===== src/logic/tps_pkg.sv =====
// Constants and carrier types shared by the timer and prescaler block
package tps_pkg;

  // ---------------------------------------------------------------
  // Register addresses
  // ---------------------------------------------------------------
  localparam logic [7:0] TC_ADDR  = 8'h01;
  localparam logic [7:0] IC_ADDR  = 8'h0b;
  localparam logic [7:0] CFG_ADDR = 8'h81;
  localparam logic [7:0] DIR_ADDR = 8'h85;

  // ---------------------------------------------------------------
  // Reset values and masks
  // ---------------------------------------------------------------
  localparam logic [7:0] TC_RST   = 8'h00;
  localparam logic [7:0] IC_RST   = 8'h00;
  localparam logic [7:0] CFG_RST  = 8'hff;
  localparam logic [7:0] DIR_RST  = 8'h1f;
  localparam logic [7:0] DIR_MASK = 8'h1f;

  // ---------------------------------------------------------------
  // Field positions in the interrupt control register
  // ---------------------------------------------------------------
  localparam int IC_FLAG_BIT = 2;
  localparam int IC_EN_BIT   = 5;

  // ---------------------------------------------------------------
  // Phases and timing
  // ---------------------------------------------------------------
  localparam logic [1:0] PH_SECOND    = 2'h1;
  localparam logic [1:0] PH_FOURTH    = 2'h3;
  localparam int         PH_PER_CYCLE = 4;
  localparam int         CLK_NS       = 20;
  localparam int         TOSC_NS      = 20;
  localparam int         INH_CYCLES   = 2;
  localparam int         LAT_CYCLES   = 3;
  localparam logic [3:0] INH_CLK      = 4'(INH_CYCLES * PH_PER_CYCLE * TOSC_NS / CLK_NS);
  localparam logic [3:0] LAT_CLK      = 4'(LAT_CYCLES * PH_PER_CYCLE * TOSC_NS / CLK_NS);
  localparam int         PSC_W        = 8;

  // ---------------------------------------------------------------
  // Carrier types
  // ---------------------------------------------------------------
  typedef struct packed {
    logic [7:0] addr;
    logic [7:0] wdata;
    logic       wr;
    logic       rd;
  } tps_bus_s;

  typedef struct packed {
    logic [1:0] spare;
    logic       count_source_sel;
    logic       count_edge_sel;
    logic       scaler_assign;
    logic [2:0] ratio_field;
  } tps_cfg_s;

  typedef struct packed {
    logic s2;
    logic s1;
  } tps_sync_s;

endpackage


===== src/logic/tps_sync.sv =====
// Two-stage synchroniser for the external count pin
`timescale 1ns/1ps
module tps_sync
  import tps_pkg::*;
(
  // Clock and reset
  input  wire logic clk_in,
  input  wire logic rst_b_in,
  // Level from outside and its synchronised copy
  input  wire logic async_in,
  output logic      sync_out
);

  tps_sync_s st_r;
  tps_sync_s st_nxt;

  // Shift through two stages; only the second is looked at
  always_comb
  begin
    st_nxt.s1 = async_in;
    st_nxt.s2 = st_r.s1;
  end

  // State register
  always_ff @(posedge clk_in)
  begin
    if (!rst_b_in)
      st_r <= '0;
    else
      st_r <= st_nxt;
  end

  assign sync_out = st_r.s2;

endmodule


===== src/logic/tps_scaler.sv =====
// Shared prescaler counter with clear and advance
`timescale 1ns/1ps
module tps_scaler
  import tps_pkg::*;
#(
  parameter int W = PSC_W
)
(
  // Clock and reset
  input  wire logic         clk_in,
  input  wire logic         rst_b_in,
  // Control
  input  wire logic         clr_in,
  input  wire logic         adv_in,
  // Count value, never visible to software
  output logic [W-1:0]      cnt_out
);

  typedef struct packed {
    logic [W-1:0] cnt;
  } tps_psc_s;

  tps_psc_s st_r;
  tps_psc_s st_nxt;

  // Binary count; each bit toggles at half the rate of the one below,
  // so every tap is a symmetric square wave. Clear wins over advance.
  always_comb
  begin
    st_nxt = st_r;
    if (clr_in)
      st_nxt.cnt = '0;
    else if (adv_in)
      st_nxt.cnt = st_r.cnt + W'(1);
  end

  // State register
  always_ff @(posedge clk_in)
  begin
    if (!rst_b_in)
      st_r <= '0;
    else
      st_r <= st_nxt;
  end

  assign cnt_out = st_r.cnt;

endmodule


===== src/logic/tps_top.sv =====
// Eight-bit timer/counter with shared prescaler and register port
//
// Implementation choice: the plain strobed port.
`timescale 1ns/1ps

module tps_top
  import tps_pkg::*;
(
  // Clock and reset
  input  wire logic       clk_in,
  input  wire logic       rst_b_in,
  // Register port
  input  wire tps_bus_s   bus_in,
  output logic [7:0]      rd_data_out,
  // External count pin
  input  wire logic       ext_count_in,
  // Watchdog side
  input  wire logic       wdt_tick_in,
  input  wire logic       watchdog_clear_instr_in,
  output logic            wdt_timeout_out,
  // Status and configuration out
  output logic            irq_out,
  output logic [7:0]      port_a_dir_out
);

  // ---------------------------------------------------------------
  // State
  // ---------------------------------------------------------------
  typedef struct packed {
    logic [7:0] tc;
    logic [7:0] ic;
    tps_cfg_s   cfg;
    logic [7:0] dir;
    logic [1:0] ph;
    logic       src_prev;
    logic       samp;
    logic [3:0] inh;
    logic [3:0] lat;
    logic       irq;
    logic       wdt_to;
    logic [7:0] rd_data;
  } tps_top_s;

  tps_top_s         st_r;
  tps_top_s         st_nxt;
  logic             ext_sync;
  logic             ext_lvl;
  logic             src_lvl;
  logic             src_rise;
  logic             scl_lvl;
  logic             samp_now;
  logic             inc_pulse;
  logic             step;
  logic             ovf;
  logic             tmr_owns;
  logic             psc_adv;
  logic             psc_clr;
  logic [PSC_W-1:0] pcnt;
  logic [PSC_W-1:0] wdt_mask;
  logic             wdt_hit;
  logic             tc_wr;
  logic             ic_wr;
  logic             cfg_wr;
  logic             dir_wr;

  // Address match, used for both reads and writes
  function automatic logic reg_hit(input logic [7:0] a, input logic [7:0] off);
    reg_hit = (a == off);
  endfunction

  // ---------------------------------------------------------------
  // Sub-blocks
  // ---------------------------------------------------------------

  // Pin synchroniser
  tps_sync u_sync (
    .clk_in   (clk_in),
    .rst_b_in (rst_b_in),
    .async_in (ext_count_in),
    .sync_out (ext_sync)
  );

  tps_scaler #(.W(PSC_W)) u_scaler (
    .clk_in   (clk_in),
    .rst_b_in (rst_b_in),
    .clr_in   (psc_clr),
    .adv_in   (psc_adv),
    .cnt_out  (pcnt)
  );

  // ---------------------------------------------------------------
  // Decode
  // ---------------------------------------------------------------

  // Write strobes per register
  assign tc_wr  = bus_in.wr && reg_hit(bus_in.addr, TC_ADDR);
  assign ic_wr  = bus_in.wr && reg_hit(bus_in.addr, IC_ADDR);
  assign cfg_wr = bus_in.wr && reg_hit(bus_in.addr, CFG_ADDR);
  assign dir_wr = bus_in.wr && reg_hit(bus_in.addr, DIR_ADDR);

  // ---------------------------------------------------------------
  // Count path
  // ---------------------------------------------------------------

  // assignment bit clear means the timer owns the prescaler
  assign tmr_owns = !st_r.cfg.scaler_assign;

  // edge polarity folded into the level, then source chosen
  assign ext_lvl  = ext_sync ^ st_r.cfg.count_edge_sel;
  assign src_lvl  = st_r.cfg.count_source_sel ? ext_lvl : st_r.ph[1];
  assign src_rise = src_lvl && !st_r.src_prev;

  // timer tap n rises once every two to n plus one source edges
  assign scl_lvl  = tmr_owns ? pcnt[st_r.cfg.ratio_field] : src_lvl;

  // sampling points on second and fourth phase
  assign samp_now  = (st_r.ph == PH_SECOND) || (st_r.ph == PH_FOURTH);
  assign inc_pulse = samp_now && scl_lvl && !st_r.samp;

  // steps are dropped while the hold-off runs
  assign step = inc_pulse && (st_r.inh == 4'h0) && !tc_wr;
  assign ovf  = step && (st_r.tc == 8'hff);

  // prescaler input depends on its owner
  assign psc_adv = tmr_owns ? src_rise : wdt_tick_in;

  assign psc_clr = (tmr_owns && tc_wr) ||
                   (!tmr_owns && watchdog_clear_instr_in);

  // watchdog divides by two to n; unscaled when the timer owns it
  assign wdt_mask = PSC_W'((PSC_W'(1) << st_r.cfg.ratio_field) - PSC_W'(1));
  assign wdt_hit  = wdt_tick_in &&
                    (tmr_owns || ((pcnt & wdt_mask) == wdt_mask));

  // ---------------------------------------------------------------
  // Next state
  // ---------------------------------------------------------------

  // Phases, registers, count, flag, latency and read data
  always_comb
  begin
    st_nxt          = st_r;
    st_nxt.ph       = st_r.ph + 2'h1;
    st_nxt.src_prev = src_lvl;
    st_nxt.wdt_to   = wdt_hit;
    // sampled level only moves at the sampling phases
    if (samp_now)
      st_nxt.samp = scl_lvl;
    // configuration may change at any time
    if (cfg_wr)
      st_nxt.cfg = tps_cfg_s'(bus_in.wdata);
    if (dir_wr)
      st_nxt.dir = bus_in.wdata & DIR_MASK;
    if (ic_wr)
      st_nxt.ic = bus_in.wdata;
    // write loads the count and starts the hold-off
    if (tc_wr)
    begin
      st_nxt.tc  = bus_in.wdata;
      st_nxt.inh = INH_CLK;
    end
    else if (st_r.inh != 4'h0)
      st_nxt.inh = st_r.inh - 4'h1;
    // increment lands a few clocks after the pin edge
    else if (inc_pulse)
      st_nxt.tc = st_r.tc + 8'h01;
    // rollover sets the flag, winning over a clear
    if (ovf)
      st_nxt.ic[IC_FLAG_BIT] = 1'b1;
    // latency count starts when the flag rises
    if (!st_r.ic[IC_FLAG_BIT] && st_nxt.ic[IC_FLAG_BIT])
      st_nxt.lat = LAT_CLK;
    else if (st_r.lat != 4'h0)
      st_nxt.lat = st_r.lat - 4'h1;
    st_nxt.irq = st_nxt.ic[IC_FLAG_BIT] && st_nxt.ic[IC_EN_BIT] &&
                 (st_nxt.lat == 4'h0);
    // prescaler is not in the read map; unmapped reads give zero
    st_nxt.rd_data = 8'h00;
    if (bus_in.rd)
    begin
      if (reg_hit(bus_in.addr, TC_ADDR))
        st_nxt.rd_data = st_r.tc;
      else if (reg_hit(bus_in.addr, IC_ADDR))
        st_nxt.rd_data = st_r.ic;
      else if (reg_hit(bus_in.addr, CFG_ADDR))
        st_nxt.rd_data = st_r.cfg;
      else if (reg_hit(bus_in.addr, DIR_ADDR))
        st_nxt.rd_data = st_r.dir;
    end
  end

  // State register
  always_ff @(posedge clk_in)
  begin
    if (!rst_b_in)
    begin
      st_r          <= '0;
      st_r.tc       <= TC_RST;
      st_r.ic       <= IC_RST;
      st_r.cfg      <= tps_cfg_s'(CFG_RST);
      st_r.dir      <= DIR_RST;
      // detectors start at the folded idle level of the reset config
      // (pin low, falling edge), so no false step follows reset
      st_r.samp     <= 1'b1;
      st_r.src_prev <= 1'b1;
    end
    else
      st_r <= st_nxt;
  end

  // ---------------------------------------------------------------
  // Outputs
  // ---------------------------------------------------------------
  assign rd_data_out     = st_r.rd_data;
  assign irq_out         = st_r.irq;
  assign wdt_timeout_out = st_r.wdt_to;
  assign port_a_dir_out  = st_r.dir;

  // ---------------------------------------------------------------
  // Checks
  // ---------------------------------------------------------------

  // sampled level changes only after a sampling phase
  samp_phase_a:
    assert property (@(posedge clk_in) disable iff (!rst_b_in)
      $changed(st_r.samp) |->
        ($past(st_r.ph) == PH_SECOND || $past(st_r.ph) == PH_FOURTH))
    else $error("sampled level moved outside sampling phase");

  // no step for eight clocks after a count write
  inc_inhibit_a:
    assert property (@(posedge clk_in) disable iff (!rst_b_in)
      tc_wr |=> (!step)[*8])
    else $error("count stepped during write hold-off");

  // written value is what the register holds next
  tc_load_a:
    assert property (@(posedge clk_in) disable iff (!rst_b_in)
      tc_wr |=> (st_r.tc == $past(bus_in.wdata)))
    else $error("count write not loaded");

  ovf_flag_a:
    assert property (@(posedge clk_in) disable iff (!rst_b_in)
      ovf |=> st_r.ic[IC_FLAG_BIT] && (st_r.tc == 8'h00))
    else $error("rollover did not set flag");

  // flag stays until software clears it
  flag_hold_a:
    assert property (@(posedge clk_in) disable iff (!rst_b_in)
      st_r.ic[IC_FLAG_BIT] && !(ic_wr && !bus_in.wdata[IC_FLAG_BIT])
        |=> st_r.ic[IC_FLAG_BIT])
    else $error("overflow flag dropped without clear");

  // count write clears the prescaler while the timer owns it
  tmr_clear_a:
    assert property (@(posedge clk_in) disable iff (!rst_b_in)
      tc_wr && tmr_owns |=> (pcnt == '0))
    else $error("prescaler not cleared by count write");

  // watchdog clear clears the prescaler while the watchdog owns it
  wdt_clear_a:
    assert property (@(posedge clk_in) disable iff (!rst_b_in)
      watchdog_clear_instr_in && !tmr_owns |=> (pcnt == '0))
    else $error("prescaler not cleared by watchdog clear");

  // request stays low right after the flag rises
  irq_quiet_a:
    assert property (@(posedge clk_in) disable iff (!rst_b_in)
      $rose(st_r.ic[IC_FLAG_BIT]) |-> (!st_r.irq)[*8])
    else $error("interrupt request came too early");

  // request appears twelve clocks after the flag rises
  irq_delay_a:
    assert property (@(posedge clk_in) disable iff (!rst_b_in)
      $rose(st_r.ic[IC_FLAG_BIT]) |-> ##12
        (st_r.irq || ($past(st_r.lat) != 4'h0) ||
         !$past(st_r.ic[IC_FLAG_BIT]) || !$past(st_r.ic[IC_EN_BIT])))
    else $error("interrupt request latency wrong");

  // watchdog runs unscaled while the timer owns the prescaler
  wdt_unscaled_a:
    assert property (@(posedge clk_in) disable iff (!rst_b_in)
      wdt_tick_in && tmr_owns |=> st_r.wdt_to)
    else $error("watchdog tick lost while unscaled");

  // ratio zero passes every watchdog tick
  wdt_ratio_a:
    assert property (@(posedge clk_in) disable iff (!rst_b_in)
      wdt_tick_in && !tmr_owns && (st_r.cfg.ratio_field == 3'h0)
        |=> st_r.wdt_to)
    else $error("watchdog ratio zero not passing ticks");

endmodule


===== config.mk =====
export PLATFORM = sky130hd
export DESIGN_NAME = tps_top
export DESIGN_NICKNAME = d
export VERILOG_FILES = /design/src/logic/tps_pkg.sv /design/src/logic/tps_sync.sv /design/src/logic/tps_scaler.sv /design/src/logic/tps_top.sv
export SDC_FILE = /design/constraint.sdc
export NUM_CORES = 1
export LEC_CHECK = 0
export ABC_AREA = 1
export BUFFER_PORTS_ARGS = -buffer_cell sky130_fd_sc_hd__buf_2
export CAP_MARGIN = 5
export CORE_UTILIZATION = 42
export CTS_CLUSTER_DIAMETER = 150
export DETAILED_ROUTE_END_ITERATION = 10
export GPL_ROUTABILITY_DRIVEN = 1
export HOLD_SLACK_MARGIN = 0.12
export SLEW_MARGIN = 20
export SYNTH_ARGS = -nofsm -noshare
export SYNTH_HDL_FRONTEND = slang
export SYNTH_SLANG_ARGS = --single-unit

===== constraint.sdc =====
create_clock -name clk_in -period 2.1 [get_ports clk_in]
set_input_delay 0.42 -clock clk_in [delete_from_list [all_inputs] [get_ports clk_in]]
set_output_delay 0.42 -clock clk_in [all_outputs]
set_load 0.01 [all_outputs]

==> impl_metrics.ini <==
[cells_and_area]
fillCellCount = 719
drive_above_1_share_pct = 18.4
fin_util_pct = 49.7
n_antenna_cell = 0
area_growth_syn_to_layout_pct = 12.1
design_area_um2 = 3430
nets = 472

[worst_setup_path]
cp_slowest_cell = dfxtp_1
endpoint_kind = register
start_kind = register
endpoint = st_r[53]
worstRegToRegCells = 8
critPathRequiredTime_ps = 2320
reg2reg_slack_ps = 430
path_class = register to register
crit_start = st_r[14]
cp.arrival_ps = 1890
cp_max_fo = 7
r2r_start = st_r[14]
cp_cell_sequence = inv_1 -> ha_1 -> nand2_1 -> nor2_2 -> nand3_2 -> nor2_1 -> xor2_1 -> a21oi_1
crit_path_max_incr_delay_ps = 330
reg2reg_to = st_r[53]

[grt]
grt-busiest-layer = met2
grtUsageMet3_pct = 4.17
grt_start_max_net_pins = 26
grt_usage_pct = 20.2
grt_pass1_wl_mm = 11.5
first_global_vias = 2294
met1_usage_pct = 28.9
met2_usage_pct = 29.7
antenna_found_initial = 0
grt-ovfl-total = 0

[cts]
cts_setup_buffers = 0
hold_buffers = 0
worstSkewPairLatency_ps = 340
htreeDepth = 3
clk_pin_slew_ps = 70
cts_buffer_depth = 2
cts_tree = built
clock-root-buffer = clkbuf_8
cts.repair.resized = 0
clock_sinks = 61
numCtsBuffers = 9

[drt]
drt-total-wl_mm = 7.15
vias = 2721
avgRoutedWirePerCell_um = 13.2
drtIter0Drc = 162
drt-vias-per-instance = 5.02
drcViolationCount = 0
ant_nets = 0
dr.pass1.iters = 4

[timing]
slew_violations = 0
hold_viol_final = 0
fin_crit_sh_pct = 79.5
clock.fmax_ghz = 0.599
skew_ps = 10.4
fin_crit_ps = 1670
tns_ps = 0
rsz0062_at_grt = no
finalWorstSetupSlack_ps = 430
report.final.setup_viol = 0

[power]
power_density_nw_per_um2 = 801
ir_drop_mv = 0.393
p_leak_nw = 1.60

[place]
dpl_worst_slack_ps = 294
gp_congestion = 0.941
hpwl_mm = 5.35
io_buffers = 37
dpl_cell_area_um2 = 3250

[synthesis]
syn_inst = 410
synth.avg_cell_area_um2 = 7.46
yosysSeqAreaShare_pct = 39.9
yosysWarnings = 0
async_reset_ff_share_pct = 0
yosysTopAreaCellShare_pct = 39.9
synth_area_um2 = 3060
synthFlopType = dfxtp_1
netlist_top_cells_area = dfxtp_1 (40%), nand2_1 (8.7%), a21oi_1 (6.7%)
ys_seq_elements = 61
synth_top_cell_by_area = dfxtp_1
synth_edf_count = 0
ys_types = 42

[status]
status = finished, final reports clean

[floorplan]
die-area_um2 = 7630
std_cell_rows = 30
ios = 41
initial_utilization_pct = 44.3
die_h_um = 87.3
die_w_um = 87.3
core_um2 = 6910

[min_path]
hp-class = input port to register

[flow_run]
cap_violations = 0
## power by group
| part | switching (mW) | internal [mW] |
|---|---|---|
| Clock | 0.435 | 0.518 |
| Sequential | 0.0538 | 1.23 |
| Combinational | 0.311 | 0.197 |
| Total | 0.800 | 1.95 |
## through the flow
step / power, mW / instances / hold WS, ps
5_1_grt: 2.93 / 542 / 264
6_report: 2.75 / 542 / 268
3_5_place_dp: 1.82 / 527 / 400
2_1_floorplan: 1.70 / 412 / 390
3_3_place_gp: 1.81 / 527 / 402
4_1_cts: 2.78 / 542 / 260
## critical path, delay by kind of cell, from the launching register on
kind            cells  cell delay, ps
xor+xnor            1             160
buf+inv             1              90
simple gates        4             680
flops               1             330
fa+ha+maj           1             210
compound gates      1              80
## kinds of logic (layout without fill, tap and decap cells)
kind of cell | count (synthesis) | in the layout | share of synthesized area [%]
AND/OR/NAND/NOR | 167 | 167 | 26.4
buffers and inverters | 72 | 106 | 11.1
flip-flops | 61 | 61 | 39.9
other | 1 | 3 | 0.123
XOR/XNOR | 7 | 7 | 2.00
AO/OA/AOI/OAI | 95 | 95 | 17.6
adder cells (fa/ha/maj) | 7 | 7 | 2.86
## how the worst min path moves through the flow
stage / start / to / slack (ps) / depth (start not counted)
final: ext_count_in / u_sync.st_nxt[1] / 270 / 3
after global routing: ext_count_in / u_sync.st_nxt[1] / 260 / 3
after detailed placement: u_sync.st_nxt[1] / u_sync.sync_out / 400 / 2
after floorplan: u_sync.st_nxt[1] / u_sync.sync_out / 390 / 2
after CTS: ext_count_in / u_sync.st_nxt[1] / 260 / 3
after global placement: u_sync.st_nxt[1] / u_sync.sync_out / 400 / 2
## state kept, by name, summed over array words and instances (netlist names)
register and cells:
st_r 36, irq_out 1, u_sync.st_nxt 1, u_scaler.cnt_out 8, port_a_dir_out 5, u_sync.sync_out 1
wdt_timeout_out 1, rd_data_out 8
## Yosys cell counts, drive strengths merged, types with 2 or more instances
library cell	n
xor2	5
a21oi	41
clkbuf	4
nand3	28
o22ai	4
and3	2
dfxtp	61
a31oi	4
nand4	4
or2	2
nand2	79
nor3	6
xnor2	2
ha	7
buf	18
o21ai	35
nor2	44
a211oi	2
inv	50
a31o	2
## layout by cell type, fill, tap and decap left out, types with 6 or more instances in the layout
cell type	Yosys	layout
nand2_1	71	71
dfxtp_1	61	61
inv_1	44	44
a21oi_1	41	41
nor2_1	39	39
buf_2	1	37
o21ai_0	34	34
nand3_1	27	27
clkbuf_8	0	12
ha_1	7	7
nand2_2	6	6
## routing by layer
| metal | part of all wire, % | routed length, um |
|---|---|---|
| met1 | 49 | 3470 |
| met2 | 44 | 3160 |
| met3 | 5.8 | 415 |
| met4 | 1.4 | 103 |
| met5 | 0 | 0 |
## area by class of cell
class	count	area (um2)	area share, %
clock buffers	14	173	5.03
clock inverters	1	5.00	0.146
inverters	50	190	5.54
multi-input cells	279	1510	43.9
flip-flops and latches	61	1220	35.6
well taps	96	120	3.50
repair buffers	41	215	6.27
Note: power is estimated with default switching activity, not from simulation.
